$ cat config.mk
export PLATFORM = sky130hd
export DESIGN_NAME = mlc_top
export DESIGN_NICKNAME = d
export VERILOG_FILES = /design/src/mlc_pkg.sv /design/src/mlc_if.sv /design/src/mlc_path.sv /design/src/mlc_top.sv
export VERILOG_INCLUDE_DIRS = /design/src
export SDC_FILE = /design/constraint.sdc
export NUM_CORES = 1
export LEC_CHECK = 0
export BUFFER_PORTS_ARGS = -buffer_cell sky130_fd_sc_hd__buf_2
export CAP_MARGIN = 20
export CORE_ASPECT_RATIO = 0.5
export CORE_MARGIN = 1.5
export CORE_UTILIZATION = 50
export DETAILED_ROUTE_END_ITERATION = 8
export PLACE_DENSITY_LB_ADDON = 0.25
export SLEW_MARGIN = 5
export SYNTH_ARGS = -nofsm -noshare
export SYNTH_HDL_FRONTEND = slang
export SYNTH_SLANG_ARGS = --single-unit
$ cat constraint.sdc
create_clock -name clk -period 4.53 [get_ports clk]
set_clock_uncertainty 0.2 [all_clocks]
set_input_delay 0.2265 -clock clk [delete_from_list [all_inputs] [get_ports clk]]
set_output_delay 0.2265 -clock clk [all_outputs]
set_load 0.02 [all_outputs]
$ cat src/mlc_consts.svh
`ifndef MLC_CONSTS_SVH
`define MLC_CONSTS_SVH

// ==========================================
// register map
`define MLC_ADDR_HIGH   2'h0
`define MLC_ADDR_LOW    2'h1

// ==========================================
// field positions
`define MLC_BIT_ODIS    7
`define MLC_BIT_INVERT  6
`define MLC_BIT_SYNC    5
`define MLC_BIT_UNUSED  4
`define MLC_SEL_MSB     3

// ==========================================
// values
`define MLC_CTL_RESET   8'h00
`define MLC_WR_MASK     8'hEF
`define MLC_SEL_VSS     4'h0
`define MLC_SEL_REFCLK  4'h3

`endif

$ cat src/mlc_pkg.sv
package mlc_pkg;
	typedef enum logic [1:0] {
		MLC_ST_LOW  = 2'b01,
		MLC_ST_HIGH = 2'b10
	} mlc_state_t;
	typedef logic [7:0] mlc_ctl_t;
	typedef logic [3:0] mlc_sel_t;
endpackage

$ cat src/mlc_if.sv
`timescale 1ns/100ps
interface mlc_if;
	logic [3:0] sel;
	logic       invert;
	logic [7:0] srcs;
	logic [3:0] pwm_ok;
	logic       carrier;
	logic       fall;
	modport ctl  (output sel, output invert, output srcs, output pwm_ok, input carrier, input fall);
	modport path (input sel, input invert, input srcs, input pwm_ok, output carrier, output fall);
endinterface

$ cat src/mlc_path.sv
`timescale 1ns/100ps
`include "mlc_consts.svh"
module mlc_path
	import mlc_pkg::*;
(
	input wire logic clk,
	input wire logic rst_n,
	mlc_if.path      cif
);
	logic carrier_reg;
	logic carrier_next;
	logic prev_reg;
	logic raw;

	// ==========================================
	// source select and polarity
	always_comb
	begin
		raw = 1'b0;
		if (cif.sel[`MLC_SEL_MSB])
			raw = 1'b0;
		else if (cif.sel == `MLC_SEL_VSS)
			raw = 1'b0;
		else if (cif.sel[2])
			raw = cif.srcs[cif.sel[2:0]] & cif.pwm_ok[cif.sel[1:0]];
		else
			raw = cif.srcs[cif.sel[2:0]];
		carrier_next = raw ^ cif.invert;
	end

	always_ff @(posedge clk)
	begin
		if (!rst_n)
		begin
			carrier_reg <= 1'b0;
			prev_reg    <= 1'b0;
		end
		else
		begin
			carrier_reg <= carrier_next;
			prev_reg    <= carrier_reg;
		end
	end

	assign cif.carrier = carrier_reg;
	assign cif.fall    = prev_reg & ~carrier_reg;
endmodule

$ cat src/mlc_top.sv
// Functional notes
// - output-disable bit set turns off the selected low source's pin drive
// - invert bit set inverts the selected low carrier, else passes it
// - sync bit set: low-to-high switch waits for low carrier falling edge
// - four-bit selector; codes 1000 to 1111 connect no channel
// - without sync, switching is immediate and may clip carrier pulses
// - code 0000 is low, 0011 reference clock, 0100-0111 pwm outputs
// - high sync bit set: high-to-low switch waits for high falling edge
`timescale 1ns/100ps
`include "mlc_consts.svh"
module mlc_top
	import mlc_pkg::*;
(
	input  wire logic       clk,
	input  wire logic       rst_n,
	input  wire logic [1:0] addr,
	input  wire logic [7:0] wdata,
	input  wire logic       wr_en,
	input  wire logic       rd_en,
	output logic      [7:0] rdata,
	input  wire logic [7:1] carrier_src_in,
	input  wire logic [3:0] pwm_mode_in,
	input  wire logic       mod_data_in,
	output logic            mod_out,
	output logic            carrier_high_active,
	output logic      [7:1] src_oe
);
	mlc_ctl_t   low_reg;
	mlc_ctl_t   low_next;
	mlc_ctl_t   high_reg;
	mlc_ctl_t   high_next;
	mlc_ctl_t   rdata_reg;
	mlc_ctl_t   rdata_next;
	logic [7:1] src_s1_reg;
	logic [7:1] src_s2_reg;
	mlc_state_t state_reg;
	mlc_state_t state_next;
	logic       mod_out_reg;
	logic       mod_out_next;
	logic [7:1] oe_reg;
	logic [7:1] oe_next;
	logic       lo_car;
	logic       lo_fall;
	logic       hi_car;
	logic       hi_fall;

	// ==========================================
	// register file
	always_comb
	begin
		low_next   = low_reg;
		high_next  = high_reg;
		rdata_next = rdata_reg;
		if (wr_en && addr == `MLC_ADDR_LOW)
			low_next = wdata & `MLC_WR_MASK;
		else if (wr_en && addr == `MLC_ADDR_HIGH)
			high_next = wdata & `MLC_WR_MASK;
		if (rd_en && addr == `MLC_ADDR_LOW)
			rdata_next = low_reg;
		else if (rd_en && addr == `MLC_ADDR_HIGH)
			rdata_next = high_reg;
		else if (rd_en)
			rdata_next = 8'h00;
	end

	// ==========================================
	// carrier paths, one per carrier
	mlc_if cif[2] ();
	assign cif[0].sel    = low_reg[`MLC_SEL_MSB:0];
	assign cif[0].invert = low_reg[`MLC_BIT_INVERT];
	assign cif[1].sel    = high_reg[`MLC_SEL_MSB:0];
	assign cif[1].invert = high_reg[`MLC_BIT_INVERT];
	assign lo_car  = cif[0].carrier;
	assign lo_fall = cif[0].fall;
	assign hi_car  = cif[1].carrier;
	assign hi_fall = cif[1].fall;

	genvar g;
	generate
		for (g = 0; g < 2; g++)
		begin : g_path
			assign cif[g].srcs   = {src_s2_reg, 1'b0};
			assign cif[g].pwm_ok = pwm_mode_in;
			mlc_path u_path (
				.clk   (clk),
				.rst_n (rst_n),
				.cif   (cif[g])
			);
		end
	endgenerate

	// ==========================================
	// carrier switching
	always_comb
	begin
		state_next = state_reg;
		case (state_reg)
			MLC_ST_LOW:
				if (mod_data_in && (!low_reg[`MLC_BIT_SYNC] || lo_fall))
					state_next = MLC_ST_HIGH;
			MLC_ST_HIGH:
				if (!mod_data_in && (!high_reg[`MLC_BIT_SYNC] || hi_fall))
					state_next = MLC_ST_LOW;
			default:
				state_next = MLC_ST_LOW;
		endcase
		mod_out_next = (state_reg == MLC_ST_HIGH) ? hi_car : lo_car;
	end

	// ==========================================
	// pin drive enables
	always_comb
	begin
		for (int k = 1; k < 8; k++)
		begin
			// high carrier disable shares the same pins
			oe_next[k] = !((low_reg[`MLC_BIT_ODIS] && low_reg[`MLC_SEL_MSB:0] == 4'(k)) ||
				(high_reg[`MLC_BIT_ODIS] && high_reg[`MLC_SEL_MSB:0] == 4'(k)));
		end
	end

	always_ff @(posedge clk)
	begin
		// sources come from pins of other blocks; two flops before use
		src_s1_reg <= carrier_src_in;
		src_s2_reg <= src_s1_reg;
		if (!rst_n)
		begin
			// power-on value is unknown in silicon; zero keeps sim defined
			low_reg     <= `MLC_CTL_RESET;
			high_reg    <= `MLC_CTL_RESET;
			rdata_reg   <= 8'h00;
			state_reg   <= MLC_ST_LOW;
			mod_out_reg <= 1'b0;
			oe_reg      <= 7'h7F;
		end
		else
		begin
			low_reg     <= low_next;
			high_reg    <= high_next;
			rdata_reg   <= rdata_next;
			state_reg   <= state_next;
			mod_out_reg <= mod_out_next;
			oe_reg      <= oe_next;
		end
	end

	assign rdata               = rdata_reg;
	assign mod_out             = mod_out_reg;
	assign carrier_high_active = state_reg[1];
	assign src_oe              = oe_reg;
endmodule

## Word-level counts from Yosys, hierarchy flattened

Index checks and enable logic that the tools add are counted.

- Flip-flop bits (word level): 50
- Bits of input ports: 26
- Output and inout port bits: 17
- Logic and storage cells: 110

- Order comparisons: 4
- Equality and inequality tests: 19
- Muxes and demuxes: 21
- Bitwise gates (word level): 9
- Reduce and logical (&&, ||, !) cells: 45

Operators by type and width:

| cell | number |
|---|---|
| $eq A4 B3 Y1 const B | 8 |
| $mux W8 | 3 |
| $logic_and A1 B1 Y1 | 20 |
| $eq A4 B2 Y1 const B | 4 |
| $mux W1 | 11 |
| $logic_not A1 Y1 | 10 |
| $logic_or A1 B1 Y1 | 9 |
| $eq A4 B1 Y1 const B | 2 |
| $logic_not A4 Y1 | 2 |
| $lt A3 B4 Y1 const B | 2 |
| $bmux W1 S3 | 2 |
| $lt A2 B3 Y1 const B | 2 |
| $and A1 B1 Y1 | 4 |
| $bmux W1 S2 | 2 |
| $eq A2 B1 Y1 const B | 2 |
| $mux W2 | 2 |
| $ne A2 B2 Y1 const B | 2 |
| $pmux W2 S2 | 1 |
| $reduce_and A2 Y1 | 2 |
| $not A1 Y1 | 3 |
| $reduce_bool A3 Y1 | 1 |
| $eq A2 B2 Y1 const B | 1 |
| $logic_not A2 Y1 | 1 |
| $xor A1 B1 Y1 | 2 |

## Longest topological paths before layout

Gate-level depths: netlist of the first run.

- Depth after elaboration: 7
- Depth in mapped cells: 5
- Depth with buffers taken out: 4

## Modules after synthesis

A second synthesis of the first run with hierarchy kept.

- Cell total of the unflattened synthesis: 180
- Area, all modules: 1848.0 sq um

By module, submodules not included:

| module | instances | cells each | area an instance (sq um) | seq. area each (sq um) |
|---|---|---|---|---|
| mlc_top | 1 | 144 | 1542.7 | 900.9 |
| mlc_path | 2 | 18 | 152.6 | 40.0 |

## Worst setup path after synthesis of the first run

OpenSTA, ideal clock, no wires.

- Path kind: flip-flop to flip-flop
- Start point: register low_reg[0]
- End point: register g_path[0].u_path.carrier_reg
- Library setup time: 72 ps
- Data arrival time: 1330 ps
- Data required time: 4258 ps
- Path slack: 2928 ps
- Cell stages (with the launch flop): 5
- Buffers on the path: 0
- Clock period less this slack: 1602 ps
- Cells stage by stage: dfxtp_1 -> inv_2 -> mux4_2 -> a221oi_2 -> mux2i_1

- Word-level cells in the longest chain between the ends: 7
- Elaborated cells between the ends (all ways): 10
- Classes of those cells: mux: 7; bitwise: 2; reduce/logical: 1

RTL lines:

| item | RTL line | text |
|---|---|---|
| from (decl) | mlc_top.sv:28 | `mlc_ctl_t low_reg;` |
| from (signal assigned) | mlc_top.sv:130 | `` low_reg <= `MLC_CTL_RESET; `` |
| from (signal assigned) | mlc_top.sv:139 | `low_reg <= low_next;` |
| $bmux W1 S3 or $bmux W1 S2 (tied branches) | mlc_path.sv:25, mlc_path.sv:27 |  |
| $mux W1 (on tied branches) | mlc_path.sv:25, mlc_path.sv:27 |  |
| $and A1 B1 Y1 | mlc_path.sv:25 | `raw = cif.srcs[cif.sel[2:0]] & cif.pwm_ok[cif.sel[1:0]];` |
| $mux W1 | mlc_path.sv:24 | `else if (cif.sel[2])` |
| $mux W1 (*) | mlc_path.sv:22 | `` else if (cif.sel == `MLC_SEL_VSS) `` |
| $mux W1 (*) | mlc_path.sv:20 | `` if (cif.sel[`MLC_SEL_MSB]) `` |
| $xor A1 B1 Y1 (*) | mlc_path.sv:28 | `carrier_next = raw ^ cif.invert;` |
| to (signal assigned) | mlc_path.sv:40 | `carrier_reg <= carrier_next;` |
| to (decl) | mlc_path.sv:10 | `logic carrier_reg;` |

Mark *: on every way between the ends. The rest lies on a longest branch, timed or not. The select of a mux whose other input is x is not followed.
A chain may end at the register's enable or synchronous reset.

## Final worst setup path of the first run

- Start point: register high_reg[0]
- End point: register g_path[1].u_path.carrier_reg

- Word-level cells in the longest chain between the ends: 7
- Elaborated cells between the ends (all ways): 10
- Classes of those cells: mux: 7; bitwise: 2; reduce/logical: 1

RTL lines:

| item | RTL line | text |
|---|---|---|
| from (decl) | mlc_top.sv:30 | `mlc_ctl_t high_reg;` |
| from (signal assigned) | mlc_top.sv:131 | `` high_reg <= `MLC_CTL_RESET; `` |
| from (signal assigned) | mlc_top.sv:140 | `high_reg <= high_next;` |
| $bmux W1 S3 or $bmux W1 S2 (tied branches) | mlc_path.sv:25, mlc_path.sv:27 |  |
| $mux W1 (on tied branches) | mlc_path.sv:25, mlc_path.sv:27 |  |
| $and A1 B1 Y1 | mlc_path.sv:25 |  |
| $mux W1 | mlc_path.sv:24 |  |
| $mux W1 (*) | mlc_path.sv:22 |  |
| $mux W1 (*) | mlc_path.sv:20 |  |
| $xor A1 B1 Y1 (*) | mlc_path.sv:28 |  |
| to (signal assigned) | mlc_path.sv:40 |  |
| to (decl) | mlc_path.sv:10 |  |

Marked as above.

==> results of run 1 <==
[final cells by class]
type | instances | area share
Sequential cell | 49 | 0.426
Multi-Input combinational cell | 108 | 0.343
Timing Repair Buffer | 51 | 0.134
Clock buffer | 6 | 0.0359
Tap cell | 51 | 0.0277
Inverter | 11 | 0.0179
Clock inverter | 2 | 0.0163
[cells in the mapped netlist]
cell type and instances:
mux2_2 2, a211oi_1 1, or2b_1 2, inv_1 9
o221ai_1 1, dfxtp_1 49, mux2i_1 24, nand2b_1 4
nand2_1 19, conb_1 1, or3b_2 2, nor3_1 2
o22ai_1 13, buf_4 1, a221oi_2 2, buf_2 3
nor2b_1 16, mux4_2 2, o21ai_0 1, a31oi_1 2
nand3b_1 3, and2_1 9, inv_2 2, nor3b_1 1
clkbuf_1 8, a21boi_0 1
[worst min-delay path: cells and delay by family]
family / cells / cell delay [ns]
and+or+nand+nor: 1 / 0.10
buffers and inverters: 1 / 0.09
muxes: 1 / 0.06
[worst paths after layout]
check | startpoint | endpoint | slack [ns] | depth (start not counted)
min reg2reg | src_s1_reg[5] | src_s2_reg[5] | 0.13 | 0
max reg2reg | high_reg[0] | g_path[1].u_path.cif.carrier | 2.66 | 4
min | wdata[7] | high_reg[7] | 0.004 | 3
max | high_reg[0] | g_path[1].u_path.cif.carrier | 2.66 | 4
[power by group]
part	internal (mW)	leakage [nW]	switching [mW]
sequential	0.445	0.402	0.0104
clock	0.180	0.0574	0.146
combinational	0.0351	0.478	0.0289
[kinds of logic after synthesis]
family,after synthesis,share of synthesized area
AND/OR/NAND/NOR,58,0.174
other,1,0.00201
AO/OA/AOI/OAI,21,0.0819
flip-flops,49,0.526
buffers and inverters,23,0.0503
multiplexers,28,0.165
[cell usage in the layout, fill, tap and decap left out]
master,count
a211oi_1,1
a21boi_0,1
a221oi_2,2
a31oi_1,2
and2_1,9
buf_2,40
buf_4,1
bufinv_16,1
clkbuf_8,6
clkinvlp_4,1
conb_1,1
dfxtp_1,49
dlygate4sd3_1,10
inv_1,9
inv_2,2
mux2_2,2
mux2i_1,24
mux4_2,2
nand2_1,19
nand2b_1,4
nand3b_1,3
nor2b_1,16
nor3_1,2
nor3b_1,1
o21ai_0,1
o221ai_1,1
o22ai_1,13
or2b_1,2
or3b_2,2
[routing by layer]
layer | global-route usage | vias to the layer above
met3 | 0.0753 | 8
met1 | 0.247 | 634
li1 | - | 693
met5 | 0 | -
met2 | 0.295 | 41
met4 | 0.0708 | 0
[repair_timing]
item | CTS | global route
hold buffers | 10 | 0
buffers inserted | 0 | 0
endpoints found under the hold margin | 11 | 0
==> metrics.sh, run 1 <==
POWER_PER_CELL_AREA_nW_PER_UM2=367
PEAK_VDD_IR_V=0.000235
RSZ0062_AT_GRT='false'
FINAL.HOLD.WORST_SLACK_NS=0.00450
CRITICAL-PATH-TOP-DELAY-FAMILY='multiplexers'
POST-ROUTE-UTIL=0.660
DRT_PASS1_ITERATIONS=4
MAPPEDNETLISTNETS=206
TIMING.FINAL.MAX_SLEW_VIOLATIONS=0
PLACEDCELLCOUNT=260
FIRST_ITER_VIOLATIONS=50
CELL_AREA_AFTER_PLACEMENT_UM2=2080
REGISTER_AREA_UM2=981
CP_ENDPOINT_KIND='flip-flop'
FINALNETCOUNT=252
MIN_PERIOD_OVER_PERIOD=0.414
CTS_ROOT_BUFFER='clkbuf_8'
FINAL.MIN_CLOCK_PERIOD_NS=1.87
PLACE.GP.CONGESTION=0.816
SYNTHTOPCELLSBYAREA='dfxtp_1 53%, mux2i_1 13%, nor2b_1 5.4%, o22ai_1 4.4%, nand2_1 3.8%'
PIN_COUNT=43
H-TREE-DEPTH=2
VIA_COUNT_OF_THE_FIRST_GLOBAL_ROUTING_PASS=1239
PLACE_WS_NS=2.73
TRITONCTS_CLOCK_TREE='done'
CRITICAL_PATH.CELL_CHAIN='inv_2, mux4_2, a221oi_2, mux2i_1'
GRT_UTIL_ALL_LAYERS=0.192
MET1WIRELENGTH_UM=1770
CP_MAX_FO=7
RUN_STATUS='finished, final reports clean'
LAYOUT_CELL_SHARE_WITH_DRIVE_STRENGTH_BEYOND_1=0.260
SYNTH_AREA_LEADER_CELL='dfxtp_1'
GR-TOTAL-OVERFLOW=0
CLOCK_SINK_COUNT=49
PLACE.PORT_BUFFERS=40
SETUP_VIOL=0
INSERTEDDIODECOUNT=0
WORST_PATH_MAX_DELAY_CELL='dfxtp_1'
SETUP_TNS_NS=0
WIRE_LENGTH_REPORTED_BY_THE_DETAILED_ROUTER_UM=3660
POST_CTS_RESIZE_COUNT=0
CLK_LATENCY_NS=0.30
CLK_TRANSITION_REPORTED_PATHS_NS=0.09
CRITPATHKIND='flip-flop to flip-flop'
COREAREA_UM2=3490
FINALWORSTSETUPSLACK_NS=2.66
AREAGROWTHSYNTHTOFINISH_PCT=23.6
DIE-WIDTH_UM=89.4
TIMING_WORST_SLEW_PIN_VALUE_NS=0.527
DIE_AR_UM2=4130
PLACE_HPWL_UM=2420
PATH_CATEGORY_OF_THE_WORST_MIN_DELAY_CHECK='input port to flip-flop'
TOTAL_POWER_mW=0.845
SYNTH.AVG_CELL_AREA_UM2=10.4
MET3_WIRELENGTH_UM=187
MULTI_INPUT_GATE_AREA_UM2=790
DIE_H_UM=46.2
POST_SYNTH_INST_COUNT=180
NUMBER_OF_DISTINCT_LIBRARY_CELLS_AFTER_SYNTHESIS=26
VIAS=1376
AVGVIACOUNTPERCELL=4.95
CRITPATHBUFINV=1
CP_DATA_ARRIVAL_TIME_NS=1.91
MAX-CAP-VIOLATIONS=0
WORST_SLEW_MARGIN_REL=0.648
DRT.ANTENNA.VIOLATING_NETS=0
ROUTED-WL-MET2_UM=1650
FLOORPLAN.ROWS=15
MAX_FREQ_MHz=534
GRT_START_MAX_NET_PINS=37
LEAKAGE_nW=0.937
HOLD_VIOL_FINAL=0
DRT_DRC_VIOLATIONS_LEFT=0
YOSYSTOPAREACELLSHARE=0.526
GRT_PASS1_WL_UM=5600
START_KIND='flip-flop'
FILLERINSTANCES=298
FIN_AREA_UM2=2300
INITIAL_CORE_UTIL=0.534
YS_SEQ_AREA_FRAC=0.526
ANTENNA_FOUND_INITIAL=0
YOSYS_REGISTER_BITS=49
HIGHEST_ROUTING_LAYER_ACTUALLY_USED='met4'
WORST_EP_REQUIRED_TIME_NS=4.56
SYNTH_WARNINGS=0
NUMBER_OF_BUFFERS_CREATED_BY_CTS=5
WIRE_PER_INST_UM=13.2
CPPEAKSTAGEDELAY_NS=0.52
POST_LAYOUT_NONFILLER_INSTANCES=278
SYN-CELL-AREA_UM2=1860
CTS.PATH.MAX_BUFFERS=2
(Power assumes the default switching activity.)
==> inputs of run 2 (changes only) <==
==> constraint.sdc (replaced) <==
create_clock -name clk -period 1.8 [get_ports clk]
set_clock_uncertainty 0.2 [all_clocks]
set_input_delay 0.09 -clock clk [delete_from_list [all_inputs] [get_ports clk]]
set_output_delay 0.09 -clock clk [all_outputs]
set_load 0.02 [all_outputs]
==> metrics.sh, run 2 (synthesized netlist as in run 1, its figures left out) <==
FIN_AREA_UM2=2350
CPPEAKSTAGEDELAY_NS=0.51
INITIAL_CORE_UTIL=0.534
GR-TOTAL-OVERFLOW=0
H-TREE-DEPTH=2
NUMBER_OF_BUFFERS_CREATED_BY_CTS=5
DRT.ANTENNA.VIOLATING_NETS=0
LEAKAGE_nW=0.958
POWER.CLOCK.FRACTION=0.325
INSERTEDDIODECOUNT=0
AVGVIACOUNTPERCELL=4.94
SETUP_VIOL=0
FINALWORSTSETUPSLACK_NS=0.0938
CTS_ROOT_BUFFER='clkbuf_8'
RSZ0062_AT_GRT='false'
CLOCK_SINK_COUNT=49
PLACE_WS_NS=0.118
WORST_PATH_MAX_DELAY_CELL='mux4_2'
POST-ROUTE-UTIL=0.674
WORST_SLEW_MARGIN_REL=0.650
ANTENNA_FOUND_INITIAL=0
DIE-WIDTH_UM=89.4
GRT_PASS1_WL_UM=5930
VIAS=1418
CP_MAX_FO=3
CLK_TRANSITION_REPORTED_PATHS_NS=0.09
DRT_PASS1_ITERATIONS=4
CELL_AREA_AFTER_PLACEMENT_UM2=2110
DIE_H_UM=46.2
PLACE.GP.CONGESTION=0.789
SETUP_TNS_NS=0
PEAK_VDD_IR_V=0.000547
START_KIND='flip-flop'
GRT_START_MAX_NET_PINS=37
VIA_COUNT_OF_THE_FIRST_GLOBAL_ROUTING_PASS=1281
WORST_EP_REQUIRED_TIME_NS=1.84
PIN_COUNT=43
PWR-SHARE-SEQ=0.583
POWER_PER_CELL_AREA_nW_PER_UM2=832
TIMING.FINAL.MAX_SLEW_VIOLATIONS=0
CP_ENDPOINT_KIND='flip-flop'
NET-SWITCHING-POWER_mW=0.466
GRT_UTIL_ALL_LAYERS=0.204
TOTAL_POWER_mW=1.96
DIE_AR_UM2=4130
AREAGROWTHSYNTHTOFINISH_PCT=26.2
HOLD_VIOL_FINAL=0
CRITPATHKIND='flip-flop to flip-flop'
FIRST_ITER_VIOLATIONS=45
PLACE.PORT_BUFFERS=40
COMBPWRFRAC=0.091
TIMING_WORST_SLEW_PIN_VALUE_NS=0.524
MOST_FREQUENT_CELLS_IN_THE_LAYOUT='49 x dfxtp_1, 40 x buf_2, 24 x mux2i_1'
FINAL.MIN_CLOCK_PERIOD_NS=1.71
CP_DATA_ARRIVAL_TIME_NS=1.75
RUN_STATUS='finished, final reports clean'
WIRE_PER_INST_UM=13.1
CRITICAL_PATH.CELL_CHAIN='inv_2, mux4_2, a221oi_2, mux2i_1'
WIRE_LENGTH_REPORTED_BY_THE_DETAILED_ROUTER_UM=3750
TRITONCTS_CLOCK_TREE='done'
P_SW_FRAC=0.238
CTS.PATH.MAX_BUFFERS=2
DRT_DRC_VIOLATIONS_LEFT=0
COMMONEST_NON_FILL_NON_TAP_CELL_IN_THE_LAYOUT='dfxtp_1'
CLK_LATENCY_NS=0.31
INTERNAL-POWER_mW=1.49
PATH_CATEGORY_OF_THE_WORST_MIN_DELAY_CHECK='input port to flip-flop'
MAX-CAP-VIOLATIONS=0
PLACE_HPWL_UM=2470
FINALNETCOUNT=261
FLOORPLAN.ROWS=15
MIN_PERIOD_OVER_PERIOD=0.948
CRITICAL-PATH-TOP-DELAY-FAMILY='multiplexers'
CRITPATHBUFINV=1
COREAREA_UM2=3490
MAX_FREQ_MHz=586
LAYOUT_CELL_SHARE_WITH_DRIVE_STRENGTH_BEYOND_1=0.258
## run 2: cell types whose count changed in the layout (fill, tap and decap cells not counted), sizes merged
| cell | previous run | this run |
|---|---|---|
| dlygate4sd3 | 10 | 16 |
| buf | 41 | 44 |
| bufinv | 1 | 0 |
| clkinvlp | 1 | 2 |
## run 2: through the flow
step                      instances  hold slack, ns
after floorplan                 180         -0.0823
after global placement          263        -0.00767
after detailed placement        263        -0.00643
after CTS                       287          0.0219
after global routing            287          0.0181
final                           287          0.0329
## run 2: layout make-up
| class | instances | area (µm²) |
|---|---|---|
| repair buffers | 60 | 390 |
| inverters | 11 | 41.3 |
| fillers | 282 | 1140 |
| well taps | 51 | 63.8 |
| flip-flops and latches | 49 | 981 |
| multi-input cells | 108 | 790 |
| clock buffers | 6 | 72.6 |
| clock inverters | 2 | 15.0 |
## run 2: power groups by stage
stage / sequential, mW / combinational (mW) / clock, mW
after floorplan: 1.16 / 0.101 / 0
after global placement: 1.17 / 0.146 / 0
after detailed placement: 1.17 / 0.151 / 0
after CTS: 1.14 / 0.178 / 0.656
after global routing: 1.15 / 0.194 / 0.711
final: 1.14 / 0.179 / 0.637
## run 2: worst reg2reg max path, cell delays in order, from the launching register on
cell	delay (ns)
dfxtp_1	0.33
inv_2	0.07
mux4_2	0.51
a221oi_2	0.32
mux2i_1	0.22
## run 2: layer usage
layer	vias to the layer above	routed length, µm	GRT usage
met5	-	0	0
met4	0	22	0.0677
li1	711	-	-
met3	3	214	0.0699
met2	40	1750	0.338
met1	664	1760	0.256
## run 2: what timing repair did
| action | in CTS | in global routing |
|---|---|---|
| hold endpoints to repair | 26 | 0 |
| hold buffers | 16 | 0 |
| resized for setup | 0 | 0 |
| buffers inserted | 0 | 0 |
| endpoints found under the setup margin | 0 | 0 |
## run 2: final timing paths
kind                            depth (start not counted)          start  slack (ns)                           end
worst max-delay path                                    4    high_reg[0]        0.09  g_path[1].u_path.cif.carrier
worst min-delay path                                    3          rd_en        0.03                      rdata[5]
worst max register to register                          4    high_reg[0]        0.09  g_path[1].u_path.cif.carrier
worst min register to register                          0  src_s1_reg[6]        0.13                 src_s2_reg[6]
